## src/rtl/gpio_settings_pkg.sv

```systemverilog
// Constants for the GPIO readback and run-time settings command handler
// Behaviour
// - Read-GPIO reply echoes code 0x51 in byte 0, status 0x00 in byte 1.
// - Pin levels in bytes 2,4,6,8; 0xee when pin not in GPIO use.
// - Directions in bytes 3,5,7,9: 0 output, 1 input; 0xef otherwise.
// - Run-time settings are volatile; reset restores the defaults.
// - Settings command has code 0x60 in byte 0; byte 1 ignored.
// - Byte 2 bit 7 set loads bits 4..0 into the clock divider settings.
// - Byte 2 bits 4..3 give duty cycle 0, 25, 50 or 75 percent.
// - Byte 2 bits 2..0 are the divider value; bits 6..5 ignored.
// - Byte 3 bit 7 set loads bits 2..0 as DAC reference selection.
// - Byte 3 bits 2..1 set reference module level: off,1.024,2.048,4.096V.
// - Byte 3 bit 0 picks reference module (1) or supply rail (0).
// - Byte 4 bit 7 set loads bits 4..0 as new DAC value.
package gpio_settings_pkg;
  // ---------------------------------------------------------------
  // Report framing and codes
  // ---------------------------------------------------------------
  localparam int REPORT_LEN = 64;
  localparam logic [7:0] CMD_READ_GPIO = 8'h51;
  localparam logic [7:0] CMD_SET_RUNTIME = 8'h60;
  localparam logic [7:0] STATUS_OK = 8'h00;
  localparam logic [7:0] LEVEL_NOT_GPIO = 8'hee;
  localparam logic [7:0] DIR_NOT_GPIO = 8'hef;
  localparam logic [7:0] DIR_OUTPUT = 8'h00;
  localparam logic [7:0] DIR_INPUT = 8'h01;
  // ---------------------------------------------------------------
  // Command and reply byte positions and fields
  // ---------------------------------------------------------------
  localparam int BYTE_CLKOUT = 2;
  localparam int BYTE_DACREF = 3;
  localparam int BYTE_DACVAL = 4;
  localparam int BYTE_PIN_BASE = 2;
  localparam int LOAD_BIT = 7;
  // ---------------------------------------------------------------
  // Power-up defaults of the volatile copies
  // ---------------------------------------------------------------
  localparam logic [4:0] CLKOUT_RESET = 5'h00;
  localparam logic [2:0] DACREF_RESET = 3'h0;
  localparam logic [4:0] DACVAL_RESET = 5'h00;
endpackage : gpio_settings_pkg

```

## src/rtl/gpio_pin_report.sv

```systemverilog
// One pin's level and direction bytes of the read-GPIO reply
`timescale 1ns/1ps
module gpio_pin_report (
  // Pin state
  input wire logic i_is_gpio,
  input wire logic i_level,
  input wire logic i_is_input,
  // Reply bytes
  output logic [7:0] o_level_byte,
  output logic [7:0] o_dir_byte
);
  // ---------------------------------------------------------------
  // Encoding
  // ---------------------------------------------------------------
  // level or marker
  assign o_level_byte = i_is_gpio ? {7'h00, i_level}
                                  : gpio_settings_pkg::LEVEL_NOT_GPIO;
  assign o_dir_byte = !i_is_gpio ? gpio_settings_pkg::DIR_NOT_GPIO
                    : (i_is_input ? gpio_settings_pkg::DIR_INPUT
                                  : gpio_settings_pkg::DIR_OUTPUT);
endmodule : gpio_pin_report

```

## src/rtl/gpio_settings_cmd.sv

```systemverilog
// Command handler: read-GPIO reply and run-time settings loader
`timescale 1ns/1ps
module gpio_settings_cmd #(
  parameter int PINS = 4
) (
  // Clock and reset
  input wire logic i_mclk,
  input wire logic i_rst_n,
  // Command report in, one byte per cycle
  input wire logic i_cmd_valid,
  input wire logic i_cmd_first,
  input wire logic [7:0] i_cmd_byte,
  // Pin state
  input wire logic [PINS-1:0] i_pin_is_gpio,
  input wire logic [PINS-1:0] i_pin_level,
  input wire logic [PINS-1:0] i_pin_is_input,
  // Reply report out, one byte per cycle
  output logic o_rsp_valid,
  output logic [7:0] o_rsp_byte,
  output logic o_rsp_last,
  // Run-time settings
  output logic [1:0] o_clkout_duty,
  output logic [2:0] o_clkout_div,
  output logic [1:0] o_vref_level,
  output logic o_dac_use_vref,
  output logic [4:0] o_dac_value
);
  // ---------------------------------------------------------------
  // Parameter check
  // ---------------------------------------------------------------
  if (PINS != 4) begin : g_bad_pins
    $error("PINS must be 4: the reply has four pin slots");
  end

  typedef enum logic [1:0] {
    ST_IDLE = 2'b00,
    ST_SETTINGS = 2'b01,
    ST_SKIP = 2'b10
  } cmd_state_t;

  cmd_state_t state;
  logic [5:0] in_idx;
  logic [5:0] out_idx;
  logic replying;
  logic [4:0] clkout;
  logic [2:0] dacref;
  logic [4:0] dacval;
  logic [7:0] lvl_b [PINS];
  logic [7:0] dir_b [PINS];
  logic [PINS-1:0] snap_gpio;
  logic [PINS-1:0] snap_lvl;
  logic [PINS-1:0] snap_in;
  logic [7:0] next_rsp;
  logic load_en;

  // Report end and pin slot range come from the shared constants
  localparam logic [5:0] LAST_IDX = 6'(gpio_settings_pkg::REPORT_LEN - 1);
  localparam logic [5:0] PIN_FIRST = 6'(gpio_settings_pkg::BYTE_PIN_BASE);
  localparam logic [5:0] PIN_LAST = 6'(gpio_settings_pkg::BYTE_PIN_BASE
                                       + 2 * PINS - 1);

  // ---------------------------------------------------------------
  // Command parser
  // ---------------------------------------------------------------
  // fixed 64-byte reports, index wraps at the end
  always_ff @(posedge i_mclk or negedge i_rst_n) begin
    if (!i_rst_n) begin
      in_idx <= 6'h00;
    end else if (i_cmd_valid) begin
      in_idx <= i_cmd_first ? 6'h01 : in_idx + 6'h01;
    end
  end

  // dispatch on byte 0; other codes are skipped
  always_ff @(posedge i_mclk or negedge i_rst_n) begin
    if (!i_rst_n) begin
      state <= ST_IDLE;
    end else if (i_cmd_valid && i_cmd_first) begin
      state <= (i_cmd_byte == gpio_settings_pkg::CMD_SET_RUNTIME)
               ? ST_SETTINGS : ST_SKIP;
    end else if (i_cmd_valid && in_idx == LAST_IDX) begin
      state <= ST_IDLE;
    end
  end

  assign load_en = i_cmd_valid && !i_cmd_first && state == ST_SETTINGS
                   && i_cmd_byte[gpio_settings_pkg::LOAD_BIT];

  // ---------------------------------------------------------------
  // Volatile settings, restored only by reset
  // ---------------------------------------------------------------
  // reset defaults are constants; commands touch only copies
  always_ff @(posedge i_mclk or negedge i_rst_n) begin
    if (!i_rst_n) begin
      clkout <= gpio_settings_pkg::CLKOUT_RESET;
    end else if (load_en && in_idx == 6'(gpio_settings_pkg::BYTE_CLKOUT)) begin
      clkout <= i_cmd_byte[4:0];
    end
  end

  always_ff @(posedge i_mclk or negedge i_rst_n) begin
    if (!i_rst_n) begin
      dacref <= gpio_settings_pkg::DACREF_RESET;
    end else if (load_en && in_idx == 6'(gpio_settings_pkg::BYTE_DACREF)) begin
      dacref <= i_cmd_byte[2:0];
    end
  end

  always_ff @(posedge i_mclk or negedge i_rst_n) begin
    if (!i_rst_n) begin
      dacval <= gpio_settings_pkg::DACVAL_RESET;
    end else if (load_en && in_idx == 6'(gpio_settings_pkg::BYTE_DACVAL)) begin
      dacval <= i_cmd_byte[4:0];
    end
  end

  assign o_clkout_duty = clkout[4:3];
  // divider field; bits 6..5 never stored
  assign o_clkout_div = clkout[2:0];
  assign o_vref_level = dacref[2:1];
  assign o_dac_use_vref = dacref[0];
  assign o_dac_value = dacval;

  // ---------------------------------------------------------------
  // Read-GPIO reply
  // ---------------------------------------------------------------
  // Pin state is frozen at the command so one reply is self-consistent
  always_ff @(posedge i_mclk or negedge i_rst_n) begin
    if (!i_rst_n) begin
      snap_gpio <= '0;
      snap_lvl <= '0;
      snap_in <= '0;
    end else if (i_cmd_valid && i_cmd_first
                 && i_cmd_byte == gpio_settings_pkg::CMD_READ_GPIO) begin
      snap_gpio <= i_pin_is_gpio;
      snap_lvl <= i_pin_level;
      snap_in <= i_pin_is_input;
    end
  end

  for (genvar p = 0; p < PINS; p++) begin : g_pin
    gpio_pin_report u_pin (
      .i_is_gpio(snap_gpio[p]),
      .i_level(snap_lvl[p]),
      .i_is_input(snap_in[p]),
      .o_level_byte(lvl_b[p]),
      .o_dir_byte(dir_b[p])
    );
  end

  always_ff @(posedge i_mclk or negedge i_rst_n) begin
    if (!i_rst_n) begin
      replying <= 1'b0;
      out_idx <= 6'h00;
    end else if (i_cmd_valid && i_cmd_first
                 && i_cmd_byte == gpio_settings_pkg::CMD_READ_GPIO) begin
      replying <= 1'b1;
      out_idx <= 6'h00;
    end else if (replying) begin
      out_idx <= out_idx + 6'h01;
      if (out_idx == LAST_IDX) begin
        replying <= 1'b0;
      end
    end
  end

  // Byte mux for the current reply slot
  always_comb begin
    next_rsp = 8'h00;
    if (out_idx == 6'h00) begin
      next_rsp = gpio_settings_pkg::CMD_READ_GPIO;
    end else if (out_idx == 6'h01) begin
      next_rsp = gpio_settings_pkg::STATUS_OK;
    end else if (out_idx >= PIN_FIRST && out_idx <= PIN_LAST) begin
      if (out_idx[0]) begin
        next_rsp = dir_b[2'((out_idx - PIN_FIRST) >> 1)];
      end else begin
        next_rsp = lvl_b[2'((out_idx - PIN_FIRST) >> 1)];
      end
    end
  end

  // Data output registered; one reply byte per cycle after the command
  always_ff @(posedge i_mclk or negedge i_rst_n) begin
    if (!i_rst_n) begin
      o_rsp_valid <= 1'b0;
      o_rsp_byte <= 8'h00;
      o_rsp_last <= 1'b0;
    end else begin
      o_rsp_valid <= replying;
      o_rsp_byte <= replying ? next_rsp : 8'h00;
      o_rsp_last <= replying && out_idx == LAST_IDX;
    end
  end

  // ---------------------------------------------------------------
  // Checks
  // ---------------------------------------------------------------
  a_reply_code_echo: assert property (
    @(posedge i_mclk) disable iff (!i_rst_n)
    (i_cmd_valid && i_cmd_first && i_cmd_byte == 8'h51)
    |-> ##2 (o_rsp_valid && o_rsp_byte == 8'h51)
        ##1 (o_rsp_valid && o_rsp_byte == 8'h00))
    else $error("read reply header wrong");

  a_level_marker: assert property (
    @(posedge i_mclk) disable iff (!i_rst_n)
    (replying && out_idx == 6'h02 && !snap_gpio[0])
    |=> o_rsp_byte == 8'hee)
    else $error("pin 0 level marker wrong");

  a_dir_report: assert property (
    @(posedge i_mclk) disable iff (!i_rst_n)
    (replying && out_idx == 6'h09)
    |=> o_rsp_byte == (!snap_gpio[3] ? 8'hef : {7'h00, snap_in[3]}))
    else $error("pin 3 direction byte wrong");

  a_div_hold: assert property (
    @(posedge i_mclk) disable iff (!i_rst_n)
    (state == ST_SETTINGS && i_cmd_valid && in_idx == 6'h02
     && !i_cmd_byte[7]) |=> $stable(clkout))
    else $error("divider changed without load bit");

  a_div_load: assert property (
    @(posedge i_mclk) disable iff (!i_rst_n)
    (state == ST_SETTINGS && i_cmd_valid && !i_cmd_first && in_idx == 6'h02
     && i_cmd_byte[7]) |=> o_clkout_div == $past(i_cmd_byte[2:0])
        && o_clkout_duty == $past(i_cmd_byte[4:3]))
    else $error("divider load wrong");

  a_ref_load: assert property (
    @(posedge i_mclk) disable iff (!i_rst_n)
    (state == ST_SETTINGS && i_cmd_valid && !i_cmd_first && in_idx == 6'h03
     && i_cmd_byte[7]) |=> {o_vref_level, o_dac_use_vref}
        == $past(i_cmd_byte[2:0]))
    else $error("DAC reference load wrong");

  a_dac_hold: assert property (
    @(posedge i_mclk) disable iff (!i_rst_n)
    (i_cmd_valid && in_idx == 6'h04 && !i_cmd_byte[7])
    |=> $stable(o_dac_value))
    else $error("DAC value changed without load bit");

  a_other_cmd_inert: assert property (
    @(posedge i_mclk) disable iff (!i_rst_n)
    (state == ST_SKIP) |=> $stable(dacval) && $stable(clkout)
        && $stable(dacref))
    else $error("setting changed by another command");

  a_reply_length: assert property (
    @(posedge i_mclk) disable iff (!i_rst_n)
    $rose(o_rsp_valid) |-> ##63 o_rsp_last)
    else $error("reply not 64 bytes");
endmodule : gpio_settings_cmd

```

## config.mk

```make
export PLATFORM = sky130hd
export DESIGN_NAME = gpio_settings_cmd
export DESIGN_NICKNAME = d
export VERILOG_FILES = /design/src/rtl/gpio_settings_pkg.sv /design/src/rtl/gpio_pin_report.sv /design/src/rtl/gpio_settings_cmd.sv
export SDC_FILE = /design/constraint.sdc
export NUM_CORES = 1
export LEC_CHECK = 0
export ABC_AREA = 1
export BUFFER_PORTS_ARGS = -buffer_cell sky130_fd_sc_hd__buf_2
export CAP_MARGIN = 15
export CORE_MARGIN = 2
export CORE_UTILIZATION = 48
export CTS_CLUSTER_SIZE = 12
export DETAILED_ROUTE_END_ITERATION = 8
export PLACE_DENSITY = 0.74
export SETUP_SLACK_MARGIN = 0.5
export SLEW_MARGIN = 25
export SYNTH_ARGS = -nofsm -noshare
export SYNTH_HDL_FRONTEND = slang
export SYNTH_SLANG_ARGS = --single-unit
```

## constraint.sdc

```tcl
create_clock -name i_mclk -period 1.4 [get_ports i_mclk]
set_clock_uncertainty 0.15 [all_clocks]
set_input_delay 0.14 -clock i_mclk [delete_from_list [all_inputs] [get_ports i_mclk]]
set_output_delay 0.14 -clock i_mclk [all_outputs]
set_load 0.005 [all_outputs]
```

# --- Word-level counts from Yosys, hierarchy flattened ---
# Index checks and enable logic that the tools add are counted.
word_totals:
  word_cells: 76
  register_bits: 50
  in_bits: 24
classes:
  n_reduce_logical: 15
  add_sub_neg: 3
  eq_ne: 9
  bitwise: 1
  mux: 32
  order_cmp: 3
op_table:
  columns: ["op", "count"]
  rows:
  - ["8-bit two-way mux", 17]
  - ["8-bit binary-select mux with 2-bit select", 2]
  - ["6-bit two-way mux", 3]
  - ["8-bit by 7-bit == test with 1-bit output, second input constant", 2]
  - ["6-bit by 1-bit adder with 6-bit output, second input constant", 2]
  - ["6-bit by 2-bit == test with 1-bit output, second input constant", 2]
  - ["6-bit == test, second input constant", 2]
  - ["1-bit logical AND", 11]
  - ["1-bit two-way mux", 7]
  - ["6-bit by 1-bit == test with 1-bit output, second input constant", 1]
  - ["6-bit by 3-bit == test with 1-bit output, second input constant", 1]
  - ["6-bit by 2-bit greater-or-equal comparator with 1-bit output, second input constant", 1]
  - ["6-bit by 4-bit <= comparator with 1-bit output, second input constant", 1]
  - ["6-bit logical NOT", 1]
  - ["2-bit two-way mux", 3]
  - ["2-bit nonzero test", 2]
  - ["3-bit greater-or-equal comparator, second input constant", 1]
  - ["2-bit inverter with 3-bit output", 1]
  - ["3-bit by 2-bit subtractor with 3-bit output, second input constant", 1]
  - ["2-bit by 1-bit == test with 1-bit output, second input constant", 1]
  - ["1-bit logical NOT", 1]

# --- Longest topological paths before layout ---
# Gate-level depths: netlist of run 1.
depth:
  ltp_word: 10
  depth_mapped: 11
  depth_no_buf: 10

# --- Hierarchy ---
# From an unflattened synthesis of run 1, not the netlist that was laid out.
unflattened:
  cells_unflattened: 477
  hier_area_um2: 3407.0
by_module_without_submodules:
  columns: ["module", "cells_each", "area_per_inst_um2", "n_inst"]
  rows:
  - ["gpio_settings_cmd", 401, 2926.6, 1]
  - ["gpio_pin_report", 19, 120.1, 4]

# --- Worst setup path after synthesis of run 1 ---
# Ideal clock, no wire load.
synth_timing:
  path_kind: "register to register"
  startpoint: "register out_idx[1]"
  endpoint: "register o_rsp_byte[0]"
  arrival_time_ns: 1.320
  stages_incl_launch_ff: 12
  slack_ns: -0.135
  required_time_ns: 1.185
  path_buffers: 1
  path_cell_list: "dfrtp_1 -> clkbuf_2 -> inv_1 -> ha_1 -> inv_1 -> nand2_1 -> nand3_1 -> nand2_1 -> nand2_1 -> nor2_1 -> nand3_1 -> nand2_1"
synth_via:
  elab_chain_len: 10
  word_cells_on_any_way: 18
  cone_classes: "add/sub (1); order compare (2); eq/ne (1); mux (11); bitwise (1); reduce/logical (2)"
synth_rtl:
  columns: ["item", "line", "source"]
  rows:
  - ["from (decl)", "gpio_settings_cmd.sv:43", "logic [5:0] out_idx;"]
  - ["from (signal assigned)", "gpio_settings_cmd.sv:160", "out_idx <= out_idx + 6'h01;"]
  - ["3-bit by 2-bit subtractor with 3-bit output", "gpio_settings_cmd.sv:176, gpio_settings_cmd.sv:178", null]
  - ["2-bit inverter with 3-bit output (not written as such)", "gpio_settings_cmd.sv:176, gpio_settings_cmd.sv:178", null]
  - ["8-bit binary-select mux with 2-bit select (on tied branches)", "gpio_settings_cmd.sv:178, gpio_settings_cmd.sv:176", null]
  - ["8-bit two-way mux (on tied branches) (2 in a row)", "gpio_settings_cmd.sv:178, gpio_settings_cmd.sv:176", null]
  - ["8-bit two-way mux", "gpio_settings_cmd.sv:175", "if (out_idx[0]) begin"]
  - ["8-bit two-way mux", "gpio_settings_cmd.sv:174", "end else if (out_idx >= PIN_FIRST && out_idx <= PIN_LAST) begin"]
  - ["8-bit two-way mux", "gpio_settings_cmd.sv:172", "end else if (out_idx == 6'h01) begin"]
  - ["8-bit two-way mux *", "gpio_settings_cmd.sv:170", "if (out_idx == 6'h00) begin"]
  - ["8-bit two-way mux *", "gpio_settings_cmd.sv:191", "o_rsp_byte <= replying ? next_rsp : 8'h00;"]
  - ["to (signal assigned)", "gpio_settings_cmd.sv:191", null]
  - ["to (decl)", "gpio_settings_cmd.sv:19", "output logic [7:0] o_rsp_byte,"]
# Mark *: on every way between the ends. The rest lies on a longest branch, timed or not. The select of a mux whose other input is x is not followed.
# A chain may end at the register's enable or synchronous reset.

# --- Worst setup path after layout of run 1 ---
# Ends and elaborated chain as after synthesis.

==> impl_metrics.tcl, run 1 <==
set metrics [dict create \
    status "finished with violations" \
    violations "hold timing, setup timing" \
    finalCritPeriodShare_pct 113 \
    layout.nets 420 \
    syn_nets 310 \
    cts-root-buf "clkbuf_8" \
    synthesis.area_per_instance_um2 8.40 \
    grt_max_degree 47 \
    routed_wl_um 6980 \
    die-area_um2 5420 \
    tightestPinTransition_ns 0.252 \
    cts_buffer_depth 2 \
    numClockSinks 46 \
    grt_usage_pct 21.4 \
    vias 2360 \
    required_ns 1.46 \
    cts_made_buffers 5 \
    cts_tree "built" \
    crit_type "flop to flop" \
    start_util_pct 49.6 \
    cp_max_fo 3 \
    worstSkewPairLatency_ns 0.31 \
    finish.utilization_pct 80.9 \
    synth_area_um2 2330 \
    rows 25 \
    detail_route.iter0.violations 147 \
    arrival_ns 1.64 \
    finalSetupTns_ns -0.700 \
    peakVddDrop_mv 0.601 \
    maxCapViolations 0 \
    hold_buffers 13 \
    grt_setup_unrepaired "true" \
    power.density_nw_per_um2 1140 \
    wl_per_cell_um 15.8 \
    fin_hold_ws_ns -0.0484 \
    grt_pass1_vias 2055 \
    drtAntennaViolNets 0 \
    gr-max-usage-layer "met2" \
    first_pass_iters 4 \
    ys_seq_elements 46 \
    hold_viol 8 \
    regToRegSetupSlack_ns -0.18 \
    clk_pin_slew_worst_paths_ns 0.09 \
    fmax_mhz 633 \
    grt_util_met2_pct 36.2 \
    leakagePower_nw 1.96 \
    antenna_found_initial 0 \
    dp_hpwl_um 3360 \
    worst_setup_path_end_kind "flop" \
    worst_slack_ns -0.180 \
    via_per_inst 5.34 \
    min_period_ns 1.58 \
    port_buffers 46 \
    yosysSeqAreaShare_pct 49.5 \
    io_pins 47 \
    ctsHtreeMaxLevel 2 \
    synth.distinct_cells 32 \
    core_region_area_um2 4690 \
    crit_path_start_kind "flop" \
    overflow 0 \
    gp_congestion 0.898 \
    yosysWarnings 0 \
    slew_headroom_pct 83.2 \
    pre_cts_slack_ns -0.134 \
    drive_gt1_share_pct 58.2 \
    grt_first_pass_wirelength_um 8890 \
    setup_viol 12 \
    grt_use_met3_pct 3.70 \
    fin_area_um2 3800 \
    dpl_cell_area_um2 2850 \
    use_met1_pct 27.1 \
    die_y_um 73.6 \
    die_w_um 73.6 \
    area_growth_pct 63.1 \
    synth_cells 277 \
    antenna_cells 0 \
    hp-class "primary input to flop" \
    final_cell_mix "nand2_1, buf_2, dfrtp_1, nand2_2, buf_4" \
    timing.final.max_slew_violations 0 \
    drc_errors 0 \
]
-- cells in the mapped netlist --
cell type	count	area, µm²
xor2_1	1	8.76
dfrtp_1	46	1150
buf_8	1	15.0
o21ai_2	2	17.5
clkinv_4	1	8.76
ha_1	9	113
nor3_1	9	45.0
buf_12	1	20.0
a21oi_1	7	35.0
nand2_1	77	289
clkinv_2	1	5.00
nor4_1	1	6.26
nor3_4	1	16.3
nor2_1	21	78.8
nand3_2	1	10.0
xnor2_1	1	8.76
o21ai_0	8	40.0
nand3_1	28	140
or2_2	1	6.26
nor3b_1	2	15.0
nor2_2	1	6.26
clkbuf_2	1	5.00
inv_2	3	11.3
nand3b_1	1	7.51
nand2_2	7	43.8
o21ai_1	5	25.0
nand2_4	3	33.8
buf_4	4	30.0
inv_1	30	113
nor2_4	1	11.3
nand4_1	1	6.26
buf_2	1	5.00
-- area by class of cell --
type	count	area [µm²]
multi-input cells	188	1430
flip-flops and latches	46	1160
inverters	35	184
clock buffers	8	80.1
repair buffers	109	848
repair inverters	2	25.0
fillers	251	896
well taps	54	67.6
-- metrics by stage --
stage	instances	total power [W]
floorplan	277	0.00225
global placement	388	0.00270
detailed placement	388	0.00272
CTS	420	0.00378
global route	442	0.00451
finish	442	0.00433
-- path summary, 6_finish.rpt --
path                                     start              to  cells past startpoint
worst max-delay path                out_idx[1]   o_rsp_byte[0]                      7
worst min-delay path               i_cmd_valid       in_idx[1]                      2
worst max register to register      out_idx[1]   o_rsp_byte[0]                      7
worst min register to register  o_dac_value[1]  o_dac_value[1]                      2
max in group asynchronous              i_rst_n       in_idx[3]                      3
min in group asynchronous              i_rst_n       in_idx[1]                      3
-- where the power goes --
part / internal, W / switching [W] / leakage (nW) / total, W
Sequential: 0.00143 / 0.000112 / 0.602 / 0.00154
Clock: 0.000356 / 0.000468 / 0.0395 / 0.000824
Combinational: 0.000937 / 0.00103 / 1.32 / 0.00196
-- repair_timing --
| action | 4_1_cts | 5_1_grt |
|---|---|---|
| pin swaps | 33 | 28 |
| endpoints found under the hold margin | 67 | 5 |
| gates cloned | 1 | 2 |
| gates resized for setup | 67 | 65 |
| setup endpoints to repair | 68 | 69 |
| setup buffers | 10 | 20 |
-- logic make-up (layout without fill, tap and decap cells) --
| group | Yosys count | in the layout | synth area share (%) |
|---|---|---|---|
| adders and majority gates | 9 | 9 | 4.84 |
| buffers and inverters | 43 | 154 | 9.14 |
| DFF | 46 | 46 | 49.5 |
| and+or+nand+nor | 155 | 155 | 30.8 |
| xor gates and xnor gates | 2 | 2 | 0.753 |
| AOI/OAI and AO/OA | 22 | 22 | 5.05 |
-- metal layers --
layer,wire [µm],part of all wire [%]
met5,0,0
met3,305,4.4
met4,228,3.3
met1,2830,41
met2,3610,52
-- critical path, stage by stage, from the launching register on --
cell and delay (ns):
dfrtp_2 0.44, buf_6 0.14, ha_4 0.14, or2_4 0.26
a21oi_2 0.13, nor2_1 0.05, nand3_1 0.10, nand2_1 0.06
-- registers in the layout, summed over array words and instances (netlist names), 4 cells and up --
name	count
clkout	5
in_idx	6
o_dac_value	5
o_rsp_byte	4
out_idx	6
snap_gpio	4
snap_in	4
snap_lvl	4
(Power assumes the default switching activity.)
==> run 2: changes to the inputs <==
--- a/config.mk
+++ b/config.mk
@@ -8,11 +8,14 @@
 export ABC_AREA = 1
 export BUFFER_PORTS_ARGS = -buffer_cell sky130_fd_sc_hd__buf_2
 export CAP_MARGIN = 15
+export CELL_PAD_IN_SITES_DETAIL_PLACEMENT = 1
+export CELL_PAD_IN_SITES_GLOBAL_PLACEMENT = 1
 export CORE_MARGIN = 2
-export CORE_UTILIZATION = 48
+export CORE_UTILIZATION = 38
+export CTS_BUF_LIST = sky130_fd_sc_hd__clkbuf_4 sky130_fd_sc_hd__clkbuf_8
 export CTS_CLUSTER_SIZE = 12
 export DETAILED_ROUTE_END_ITERATION = 8
-export PLACE_DENSITY = 0.74
+export PLACE_DENSITY_LB_ADDON = 0.1
 export SETUP_SLACK_MARGIN = 0.5
 export SLEW_MARGIN = 25
 export SYNTH_ARGS = -nofsm -noshare
==> impl_metrics.tcl, run 2 (synthesis gave the netlist of run 1 again) <==
set metrics [dict create \
    status "finished with violations" \
    violations "hold timing, setup timing" \
    worstSkewPairLatency_ns 0.31 \
    area_growth_pct 68.3 \
    gp_congestion 0.776 \
    worstSetupStartpoint "out_idx[1]" \
    crit_type "flop to flop" \
    ctsHtreeMaxLevel 2 \
    numClockSinks 46 \
    instances_no_fill 472 \
    ff_latch_area_um2 1160 \
    finalSetupTns_ns -1.89 \
    final_cell_mix "nand2_1, buf_2, buf_4, dfrtp_1, nand2_2" \
    antenna_cells 0 \
    layout.nets 429 \
    grt_first_pass_wirelength_um 11000 \
    cts-root-buf "clkbuf_8" \
    critPathCapture "o_rsp_byte[5]" \
    antenna_found_initial 0 \
    clk_pin_slew_worst_paths_ns 0.09 \
    setup_viol 21 \
    io_pins 47 \
    drtAntennaViolNets 0 \
    timing.final.max_slew_violations 0 \
    peakVddDrop_mv 0.720 \
    r2r_start "out_idx[1]" \
    fmax_mhz 614 \
    placed_cells 411 \
    wl_per_cell_um 19.2 \
    port_buffers 46 \
    mostFrequentLayoutCell "nand2_1" \
    vias 2366 \
    die-area_um2 6770 \
    start_util_pct 39.3 \
    fin_hold_ws_ns -0.0409 \
    worst_setup_path_end_kind "flop" \
    regToRegSetupSlack_ns -0.23 \
    crit_path_start_kind "flop" \
    worstReg2RegEnd "o_rsp_byte[5]" \
    grt_setup_unrepaired "true" \
    required_ns 1.48 \
    hold_viol 8 \
    drc_errors 0 \
    finalCritPeriodShare_pct 116 \
    cts_buffer_depth 2 \
    cts_tree "built" \
    first_pass_iters 4 \
    biggestRegsByFlops "in_idx: 6 flops, out_idx: 6 flops" \
    cts_made_buffers 5 \
    grt_max_degree 47 \
    routed_wl_um 9040 \
    drive_gt1_share_pct 58.9 \
    finish.utilization_pct 66.1 \
    cp_max_fo 3 \
    tightestPinTransition_ns 0.284 \
    grt_usage_pct 21.6 \
    hold_buffers 14 \
    hp-class "primary input to flop" \
    power.density_nw_per_um2 1210 \
    dp_hpwl_um 4130 \
    via_per_inst 5.01 \
    rows 28 \
    pre_cts_slack_ns -0.108 \
    maxCapViolations 0 \
    min_period_ns 1.63 \
    die_w_um 82.3 \
    final.fill_count 656 \
    slew_headroom_pct 80.9 \
    core_region_area_um2 5920 \
    detail_route.iter0.violations 84 \
    overflow 0 \
    arrival_ns 1.71 \
    grt_pass1_vias 2311 \
    leakagePower_nw 2.01 \
    worst_slack_ns -0.228 \
    multi_input_area_um2 1420 \
    die_y_um 82.3 \
    rr_worst_depth 10 \
]
[run 2: through the flow]
stage,area (µm²),power (W)
floorplan,2460,0.00225
finish,3920,0.00474
global route,3920,0.00496
CTS,3520,0.00412
global placement,2890,0.00274
detailed placement,2890,0.00277
[run 2: worst min path at each step]
| stage | startpoint | end | cells after the start |
|---|---|---|---|
| 2_1_floorplan | i_rst_n | clkout[0] | 0 |
| 3_5_place_dp | i_rst_n | clkout[1] | 2 |
| 6_report | i_cmd_byte[4] | clkout[4] | 3 |
| 5_1_grt | i_cmd_byte[4] | clkout[4] | 3 |
| 3_3_place_gp | i_rst_n | dacref[2] | 2 |
| 4_1_cts | i_cmd_byte[4] | clkout[4] | 3 |
[run 2: repair_timing]
action	in CTS	in global routing
setup endpoints to repair	69	67
pin swaps	36	33
buffers inserted	18	20
resized for setup	66	66
cloned	1	0
endpoints found under the hold margin	68	8
[run 2: cell type report]
| class | instances | area share (%) |
|---|---|---|
| multi-input combinational | 188 | 36.3 |
| timing repair inverter | 1 | 0.224 |
| tap | 75 | 2.40 |
| clock buffer | 5 | 1.76 |
| clock inverter | 3 | 1.02 |
| timing repair buffer | 119 | 23.7 |
| sequential | 46 | 29.6 |
| inverter | 35 | 4.98 |
[run 2: report_power, final]
part / switching, W / total [W] / internal (W)
combinational: 0.00113 / 0.00216 / 0.00103
clock: 0.000493 / 0.00102 / 0.000526
sequential: 0.000130 / 0.00156 / 0.00143
total: 0.00176 / 0.00474 / 0.00298
[run 2: critical path, cell delays in order, from the launching register on]
cell     delay, ns
dfrtp_2       0.44
buf_6         0.14
inv_8         0.06
ha_4          0.14
inv_1         0.05
nand2_2       0.07
nand3_2       0.07
nand2_2       0.10
buf_4         0.11
nand3_2       0.07
nor3_1        0.13
[run 2: per-layer routing]
metal	wire length, µm	vias up	GRT usage, %
li1	-	1106	-
met1	3700	1180	26.4
met2	4840	64	37.9
met3	288	16	4.57
met4	210	0	6.50
met5	0	-	0
==> run 3: changes to the inputs <==
--- a/config.mk
+++ b/config.mk
@@ -10,10 +10,8 @@
 export CAP_MARGIN = 15
 export CELL_PAD_IN_SITES_DETAIL_PLACEMENT = 1
 export CELL_PAD_IN_SITES_GLOBAL_PLACEMENT = 1
-export CORE_MARGIN = 2
 export CORE_UTILIZATION = 38
 export CTS_BUF_LIST = sky130_fd_sc_hd__clkbuf_4 sky130_fd_sc_hd__clkbuf_8
-export CTS_CLUSTER_SIZE = 12
 export DETAILED_ROUTE_END_ITERATION = 8
 export PLACE_DENSITY_LB_ADDON = 0.1
 export SETUP_SLACK_MARGIN = 0.5
@@ -21,3 +19,4 @@
 export SYNTH_ARGS = -nofsm -noshare
 export SYNTH_HDL_FRONTEND = slang
 export SYNTH_SLANG_ARGS = --single-unit
+export TNS_END_PERCENT = 5
==> impl_metrics.tcl, run 3 (synthesis gave the netlist of run 1 again) <==
set metrics [dict create \
    instances_no_fill 438 \
    pre_cts_slack_ns -0.169 \
    critical_path.top_delay_family "simple AND/OR/NAND/NOR gates" \
    violations "hold timing, setup timing" \
    slew_headroom_pct 75.6 \
    grt_first_pass_wirelength_um 9830 \
    start_util_pct 39.3 \
    min_period_ns 1.58 \
    grt_pass1_vias 2057 \
    ctsHtreeMaxLevel 2 \
    r2r_start "out_idx[1]" \
    drc_errors 0 \
    worstPathCellList "buf_8, buf_4, nor2_2, nand2_1, nand3_1, nand3_1, nand3_1, nand2_1" \
    vias 2126 \
    numClockSinks 46 \
    rows 28 \
    crit_type "flop to flop" \
    overflow 0 \
    tightestPinTransition_ns 0.366 \
    grt_setup_unrepaired "true" \
    cp.buffers_inverters 2 \
    grt_max_degree 34 \
    worst_setup_path_end_kind "flop" \
    power.density_nw_per_um2 1220 \
    cts_buffer_depth 2 \
    first_pass_iters 4 \
    crit_path_start_kind "flop" \
    routed_wl_um 6380 \
    core_region_area_um2 5920 \
    finalCritPeriodShare_pct 113 \
    die-area_um2 6440 \
    wl_met3_um 181 \
    cts-root-buf "clkbuf_8" \
    worst_slack_ns -0.177 \
    io_pins 47 \
    drtAntennaViolNets 0 \
    peakVddDrop_mv 0.653 \
    finalSetupTns_ns -0.894 \
    gp_congestion 0.784 \
    worstSkewPairLatency_ns 0.31 \
    maxCapViolations 0 \
    arrival_ns 1.63 \
    layout.nets 396 \
    timing.final.max_slew_violations 0 \
    mostFrequentLayoutCell "nand2_1" \
    biggestRegsByFlops "in_idx: 6 flops, out_idx: 6 flops" \
    cts_tree "built" \
    cpMostUsedCell "nand3_1" \
    final_cell_mix "nand2_1, buf_2, dfrtp_1, buf_4, nand2_2" \
    leakagePower_nw 1.78 \
    worstReg2RegEnd "o_rsp_byte[0]" \
    die_y_um 80.3 \
    hp-class "primary input to async pin" \
    setup_viol 10 \
    hold_viol 55 \
    slowest_delay_ns 0.47 \
    cts_made_buffers 5 \
    wl_met1_um 2910 \
    routed.top_layer "met4" \
    via_per_inst 4.85 \
    antenna_found_initial 0 \
    regToRegSetupSlack_ns -0.18 \
    status "finished with violations" \
    required_ns 1.46 \
    clk_pin_slew_worst_paths_ns 0.09 \
    grt_usage_pct 20.3 \
    hold_buffers 13 \
    area_growth_pct 44.5 \
    wl_per_cell_um 14.6 \
    fmax_mhz 634 \
    critPathSlowestCell "dfrtp_2" \
    cp_max_fo 6 \
    worst-path-stages 8 \
    fin_hold_ws_ns -0.411 \
    p_total_w 0.00410 \
    drive_gt1_share_pct 45.7 \
    dr_wl_met2_um 3220 \
    detail_route.iter0.violations 51 \
    port_buffers 46 \
    die_w_um 80.3 \
    antenna_cells 0 \
    rr_worst_depth 8 \
    dp_hpwl_um 4210 \
    placed_cells 410 \
]
[run 3: changes by cell type in the layout (fill, tap and decap cells not counted), moves of 4 or more]
cell / delta
buf_6: -14
buf_4: -17
nand3_1: +8
nand3_4: -6
nand2_2: -13
nor2_1: +4
inv_1: +4
nor2_2: -4
nand2_1: +12
[run 3: power by group]
| part | internal [W] | switching (W) | total, W |
|---|---|---|---|
| combinational | 0.000832 | 0.000870 | 0.00170 |
| clock | 0.000412 | 0.000443 | 0.000855 |
| sequential | 0.00142 | 0.000123 | 0.00155 |
[run 3: what timing repair did]
item | 4_1_cts | 5_1_grt
buffers inserted | 3 | 5
cloned | 0 | 0
pin swaps | 35 | 18
setup endpoints to repair | 68 | 69
hold endpoints to repair | 70 | 52
gates resized for setup | 50 | 37
[run 3: through the flow]
step / utilization (%) / hold WS, ns / instance area (µm²)
after CTS: 53.9 / -0.407 / 3190
after global routing: 56.8 / -0.397 / 3360
final: 56.8 / -0.411 / 3360
after detailed placement: 46.9 / -0.0789 / 2780
after floorplan: - / -0.306 / 2360
after global placement: 46.9 / -0.0804 / 2780
[run 3: layout make-up]
type | count | area [µm²]
clock buffer | 7 | 90.1
sequential | 46 | 1160
inverter | 35 | 175
timing repair buffer | 87 | 622
multi-input combinational | 188 | 1230
fill | 706 | 2560
tap | 75 | 93.8
[run 3: per-layer routing]
layer	global-route usage, %	vias up
met3	3.86	6
met4	5.89	0
met5	0	-
met1	27.1	1043
li1	-	1040
met2	33.3	37
[run 3: worst max path at each step]
| stage | startpoint | endpoint | slack, ns |
|---|---|---|---|
| global route | out_idx[1] | o_rsp_byte[0] | -0.29 |
| floorplan | out_idx[1] | o_rsp_byte[0] | -0.01 |
| finish | out_idx[1] | o_rsp_byte[0] | -0.18 |
| detailed placement | out_idx[1] | out_idx[4] | -0.17 |
| CTS | out_idx[1] | o_rsp_byte[5] | -0.12 |
| global placement | out_idx[1] | o_rsp_byte[0] | -0.07 |
[run 3: worst reg2reg max path, cell delays in order, from the launching register on]
cell	delay, ns
dfrtp_2	0.47
buf_8	0.16
buf_4	0.13
nor2_2	0.15
nand2_1	0.08
nand3_1	0.07
nand3_1	0.10
nand3_1	0.11
nand2_1	0.05
